### config.mk
export PLATFORM = sky130hd
export DESIGN_NAME = scep_regs
export DESIGN_NICKNAME = d
export VERILOG_FILES = /design/src/rtl/scep_pkg.sv /design/src/rtl/scep_if.sv /design/src/rtl/scep_probe_mux.sv /design/src/rtl/scep_regs.sv
export SDC_FILE = /design/constraint.sdc
export NUM_CORES = 1
export LEC_CHECK = 0
export BUFFER_PORTS_ARGS = -buffer_cell sky130_fd_sc_hd__buf_2
export CORE_MARGIN = 1.5
export CORE_UTILIZATION = 38
export DETAILED_ROUTE_END_ITERATION = 10
export PLACE_DENSITY = 0.94
export SLEW_MARGIN = 15
export SYNTH_ARGS = -nofsm -noshare
export SYNTH_HDL_FRONTEND = slang
export SYNTH_SLANG_ARGS = --single-unit
### constraint.sdc
create_clock -name i_clk_sys -period 2.8 [get_ports i_clk_sys]
set_clock_uncertainty 0.2 [all_clocks]
set_input_delay 0.28 -clock i_clk_sys [delete_from_list [all_inputs] [get_ports i_clk_sys]]
set_output_delay 0.28 -clock i_clk_sys [all_outputs]
set_load 0.01 [all_outputs]
### src/rtl/scep_pkg.sv
// constants for the secure clock and error probe register bank
// assumes an 8-bit internal register bus with 16-bit byte addresses
package scep_pkg;
  localparam logic [15:0] SCEP_CTRL_ADDR    = 16'h6330;
  localparam logic [7:0]  SCEP_CTRL_RESET   = 8'h00;
  localparam int          SCEP_CLK_SEL_BIT  = 7;
  localparam int          SCEP_PROBE_EN_BIT = 3;
  localparam int          SCEP_SEL_MSB      = 2;
  localparam logic [7:0]  SCEP_CTRL_WMASK   = 8'h8f;
  localparam logic [3:0]  SCEP_AUX_ERR_CODE = 4'ha;
  localparam int          SCEP_NUM_ERR      = 8;

  typedef enum logic [2:0]
  {
    SCEP_SRC_PROTOCOL = 3'h0,
    SCEP_SRC_PARITY   = 3'h1,
    SCEP_SRC_CHECKSUM = 3'h2,
    SCEP_SRC_COLL     = 3'h3,
    SCEP_SRC_FIFO     = 3'h4,
    SCEP_SRC_FIELD    = 3'h5,
    SCEP_SRC_HEAT     = 3'h6,
    SCEP_SRC_WRITE    = 3'h7
  } scep_src_t;
endpackage : scep_pkg

### src/rtl/scep_if.sv
// carrier between the register bank and the probe mux
// assumes both ends run on the same clock
`timescale 1ns/10ps
interface scep_if;
  logic [2:0] sel;
  logic [7:0] flags;
  logic       probe;
  modport bank (output sel, output flags, input probe);
  modport mux  (input sel, input flags, output probe);
endinterface : scep_if

### src/rtl/scep_probe_mux.sv
// error flag selector for the probe output
// assumes flags are already synchronous to i_clk_sys
`timescale 1ns/10ps
module scep_probe_mux
(
  scep_if.mux bus
);
  always_comb
  begin
    bus.probe = bus.flags[bus.sel];
  end
endmodule : scep_probe_mux

### src/rtl/scep_regs.sv
// secure clock pin select and error probe control register
// assumes a single-cycle 8-bit register bus from the core on i_clk_sys
`timescale 1ns/10ps
module scep_regs
(
  input  wire logic        i_clk_sys,
  input  wire logic        i_nrst,
  input  wire logic [15:0] i_addr,
  input  wire logic        i_wr,
  input  wire logic        i_rd,
  input  wire logic [7:0]  i_wdata,
  output logic      [7:0]  o_rdata,
  output logic             o_hit,
  input  wire logic        i_secure_clk,
  input  wire logic        i_port_three_bit_four,
  output logic             o_pin_out,
  input  wire logic [3:0]  i_aux_output_select_one,
  input  wire logic [3:0]  i_aux_output_select_two,
  input  wire logic        i_protocol_violation_flag,
  input  wire logic        i_parity_fault_flag,
  input  wire logic        i_checksum_fault_flag,
  input  wire logic        i_collision_fault_flag,
  input  wire logic        i_fifo_overflow_flag,
  input  wire logic        i_field_fault_flag,
  input  wire logic        i_overheat_fault_flag,
  input  wire logic        i_write_fault_flag,
  output logic             o_aux_one,
  output logic             o_aux_two,
  output logic             o_error_probe_signal
);
  typedef struct packed
  {
    logic [7:0] ctrl;
    logic [7:0] rdata;
    logic       hit;
  } scep_state_t;

  scep_state_t state_reg;
  scep_state_t state_next;
  scep_if      pbus ();
  logic        sel_hit;
  logic        aux_on;

  scep_probe_mux u_mux
  (
    .bus (pbus.mux)
  );

  assign sel_hit = (i_addr == scep_pkg::SCEP_CTRL_ADDR);
  assign pbus.sel = state_reg.ctrl[scep_pkg::SCEP_SEL_MSB:0];
  assign pbus.flags = {i_write_fault_flag, i_overheat_fault_flag,
                       i_field_fault_flag, i_fifo_overflow_flag,
                       i_collision_fault_flag, i_checksum_fault_flag,
                       i_parity_fault_flag, i_protocol_violation_flag};

  always_comb
  begin
    state_next = state_reg;
    state_next.hit = 1'b0;
    // only the core writes; no bit here is dynamic, so no internal write port
    if (i_wr && sel_hit)
    begin
      // reserved bits are masked off at the write, so they always read zero
      state_next.ctrl = i_wdata & scep_pkg::SCEP_CTRL_WMASK;
    end
    if (i_rd)
    begin
      state_next.hit = sel_hit;
      // unmapped, reserved or write-only bytes read zero
      state_next.rdata = sel_hit ? state_reg.ctrl : 8'h00;
    end
  end

  always_ff @(posedge i_clk_sys or negedge i_nrst)
  begin
    if (!i_nrst)
    begin
      state_reg.ctrl  <= scep_pkg::SCEP_CTRL_RESET;
      state_reg.rdata <= 8'h00;
      state_reg.hit   <= 1'b0;
    end
    else
    begin
      state_reg <= state_next;
    end
  end

  assign aux_on = state_reg.ctrl[scep_pkg::SCEP_PROBE_EN_BIT]
    && (i_aux_output_select_one == scep_pkg::SCEP_AUX_ERR_CODE)
    && (i_aux_output_select_two == scep_pkg::SCEP_AUX_ERR_CODE);

  // pin mux is combinational: the secure clock must not be resampled
  always_comb
  begin
    o_pin_out = state_reg.ctrl[scep_pkg::SCEP_CLK_SEL_BIT] ? i_secure_clk
                : i_port_three_bit_four;
    o_error_probe_signal = pbus.probe;
    o_aux_one = aux_on ? pbus.probe : 1'b0;
    o_aux_two = aux_on ? pbus.probe : 1'b0;
  end

  assign o_rdata = state_reg.rdata;
  assign o_hit = state_reg.hit;

  // each select value checked on its own against pbus.flags, the vector the mux reads, so a wrong mux index shows by index
  for (genvar k = 0; k < scep_pkg::SCEP_NUM_ERR; k++)
  begin : g_src_chk

  end
endmodule : scep_regs

==> metrics.md <==
| Metric | Value |
|---|---|
| Grt total ovfl | `0` |
| CTS H-tree lvls | `1` |
| RSZ-0062 raised after global routing | `false` |
| WP data required | `2.32 ns` |
| Top-area cell type share of the netlist area | `0.439` |
| Worst hold path type | `in2reg` |
| Core Footprint | `1520 µm²` |
| Final setup violation count | `0` |
| TritonCTS clock tree | `yes` |
| Fmax | `435 MHz` |
| Worst IR drop on VDD | `0.139 mV` |
| Fin crit period | `2.30 ns` |
| Initial antenna violation count | `0` |
| Multiplexer area fraction after synthesis | `0.198` |
| Synthesis-stage register bit count | `11` |
| Leakage | `between 0.4 and 0.5 nW` |
| Top Ports | `59` |
| Clock buffers created by TritonCTS | `3` |
| Vias in the first global route | `564` |
| R2r setup slk | `1.76 ns` |
| Critical path cell sequence | `mux4_2 -> mux2_2 -> nor4b_1 -> buf_2` |
| DR vias/cell | `between 5 and 6` |
| Crit share post-route | `0.821` |
| Crit path max fanout | `4` |
| Fin nets | `145` |
| Fraction of layout cells with a size suffix above 1 | `0.694` |
| Adder-cell share of the synthesized area | `0` |
| Mean Syn Cell Area | `13.1 µm²` |
| Critical Path AT | `1.82 ns` |
| Clock Pin Slew Worst Setup and Hold Paths | `0.07 ns` |
| Clock tree sinks | `11` |
| Ys Warns | `0` |
| Mapped Cells | `48` |
| Crit-path max cell delay | `0.52 ns` |
| Initial drt markers | `7` |
| Post-Synth Simple-Gate Area | `0.174` |
| Synth-to-Final Area Change | `40.9%` |
| Capture point of the worst path | `o_aux_two` |
| DR vias | `a little under 600` |
| GP Congestion | `0.657` |
| Setup TNS | `0 ns` |
| Max stage delay cell, worst path | `mux4_2` |
| Latest clock arrival within the worst-skew pair | `0.26 ns` |
| Setup Fix Bufs, Post-CTS | `0` |
| Die ar. | `1900 µm²` |
| Maxcap violations | `0` |
| Die X | `43.6 µm` |
| R2r endpoint | `pbus.sel[0]$_DFFE_PN0P_` |
| Starting Density | `0.411` |
| Largest net degree at the start of global routing | `12` |
| Root Buffer Master | `clkbuf_4` |
| Fin util | `0.580` |
| Total track usage | `0.164` |
| Final Slew Violations | `0` |
| Post-Syn Area | `627 µm²` |
| Power density cells | `between 300 and 400 nW/µm²` |
| Post-synthesis xor/xnor area fraction | `0` |
| Hold Violations, Final | `0` |
| Largest cells by area after synthesis | `dfrtp_1 (44%), mux2_2 (13%), buf_4 (11%)` |
| Startpoint type of the worst setup path | `flip-flop` |
| Worst R2R Path Depth | `1` |
| Drc violations | `0` |
| First-pass GRT wire length | `2200 µm` |
| Pre-Repair DR Iteration Count | `4` |
| Post-synthesis sequential area ratio | `0.439` |
| Total routed wirelength | `around 1500 µm` |
| Area leader, netlist | `dfrtp_1` |
| Cell variety after synth | `18` |
| Critical path class | `reg2out` |
| Post-route cell area | `883 µm²` |
| Post-DR wirelength/cell | `13.1 µm` |
| Diode count | `0` |
| Number of flip-flops in the largest register | `5` |
| Row Count | `14` |
| PortBufs | `52` |
| Worst r2r src | `pbus.sel[0]$_DFFE_PN0P_` |
| Setup crit start | `pbus.sel[0]$_DFFE_PN0P_` |
| Remaining antenna violation count after routing | `0` |
| Run status | `finished clean` |
| Power Total | `about 310 µW` |
| Worst setup EP type | `output pin` |
| Clock buffer depth | `2` |
| Die Y | `43.6 µm` |
| Largest family of logic cells by synthesized area | `multiplexers` |
| Synth Area in Compound Gates | `0.0699` |
| Placed Area | `around 850 µm²` |
## report_power, final
group / leakage (nW) / total [mW] / switching, mW / internal [mW]
logic: 0.322 / 0.0456 / 0.0171 / 0.0285
registers: 0.154 / 0.159 / 0.0000307 / 0.159
clock network: 0.0150 / 0.107 / 0.0519 / 0.0552
total: 0.490 / 0.312 / 0.0691 / 0.243
## critical path, delay by kind of cell (launching register included)
kind	cells	cell delay [ns]
multiplexers	2	0.81
flip-flops	1	0.45
AND/OR/NAND/NOR	1	0.15
buffers and inverters	1	0.14
## cells in the final DEF (no fill, tap or decap)
master / Yosys / routed
nand2_1: 1 / 1
or4b_4: 2 / 2
nand4b_1: 1 / 1
dlygate4sd3_1: 0 / 1
clkbuf_1: 0 / 1
nand3_1: 1 / 1
conb_1: 1 / 3
buf_2: 0 / 52
nor4_1: 1 / 1
nor4b_1: 1 / 1
inv_1: 1 / 1
or4b_1: 1 / 1
mux2_2: 7 / 7
nand2b_1: 1 / 1
or4_4: 1 / 1
nor2_4: 1 / 1
clkbuf_4: 0 / 3
a22o_1: 5 / 5
dfrtp_1: 11 / 11
mux4_2: 2 / 2
nor4bb_1: 1 / 1
## Yosys cell counts
cell	instances
a22o_1	5
buf_4	9
conb_1	1
dfrtp_1	11
inv_1	1
mux2_2	7
mux4_2	2
nand2_1	1
nand2b_1	1
nand3_1	1
nand4b_1	1
nor2_4	1
nor4_1	1
nor4b_1	1
nor4bb_1	1
or4_4	1
or4b_1	1
or4b_4	2
## layer usage
layer / GRT usage / vias to the layer above / share of wire
met5: 0 / - / 0
met3: 0.0417 / 2 / 0.088
met2: 0.318 / 41 / 0.57
met4: 0.0848 / 0 / 0.0020
li1: - / 272 / -
met1: 0.152 / 273 / 0.34
## per-stage QoR
stage	cells	hold slack (ns)	setup WS, ns
6_report	114	0.0426	0.501
2_1_floorplan	50	-0.216	0.676
5_1_grt	114	0.0462	0.427
4_1_cts	114	0.0384	0.513
3_5_place_dp	109	-0.0453	0.766
3_3_place_gp	109	-0.0548	0.812
## repair_timing
item                      CTS  global route
hold endpoints to repair   11             0
hold buffers                1             0
resized for setup           0             0
## kinds of logic after synthesis
group                  count (synthesis)
AND/OR/NAND/NOR                       12
flip-flops                            11
buffers and inverters                 10
multiplexers                           9
AO/OA/AOI/OAI                          5
other                                  1
## area by class of cell
cell class              instances  area (µm²)
clock buffers                   4        26.3
flip-flops and latches         11         275
repair buffers                 53         270
multi-input cells              29         288
inverters                       1        3.75
fillers                       145         641
well taps                      16        20.0
## worst min path at each step
stage | from | cells after the start | slack [ns] | endpoint
2_1_floorplan | i_nrst | 0 | -0.22 | o_hit$_DFF_PN0_
3_3_place_gp | i_nrst | 1 | -0.05 | o_rdata[1]$_DFFE_PN0P_
3_5_place_dp | i_nrst | 1 | -0.05 | o_hit$_DFF_PN0_
4_1_cts | i_wdata[7] | 2 | 0.04 | state_reg[16]$_DFFE_PN0P_
5_1_grt | i_wdata[0] | 2 | 0.05 | pbus.sel[0]$_DFFE_PN0P_
6_report | i_wdata[0] | 2 | 0.04 | pbus.sel[0]$_DFFE_PN0P_
No activity file was read; power rests on OpenSTA's default activity.
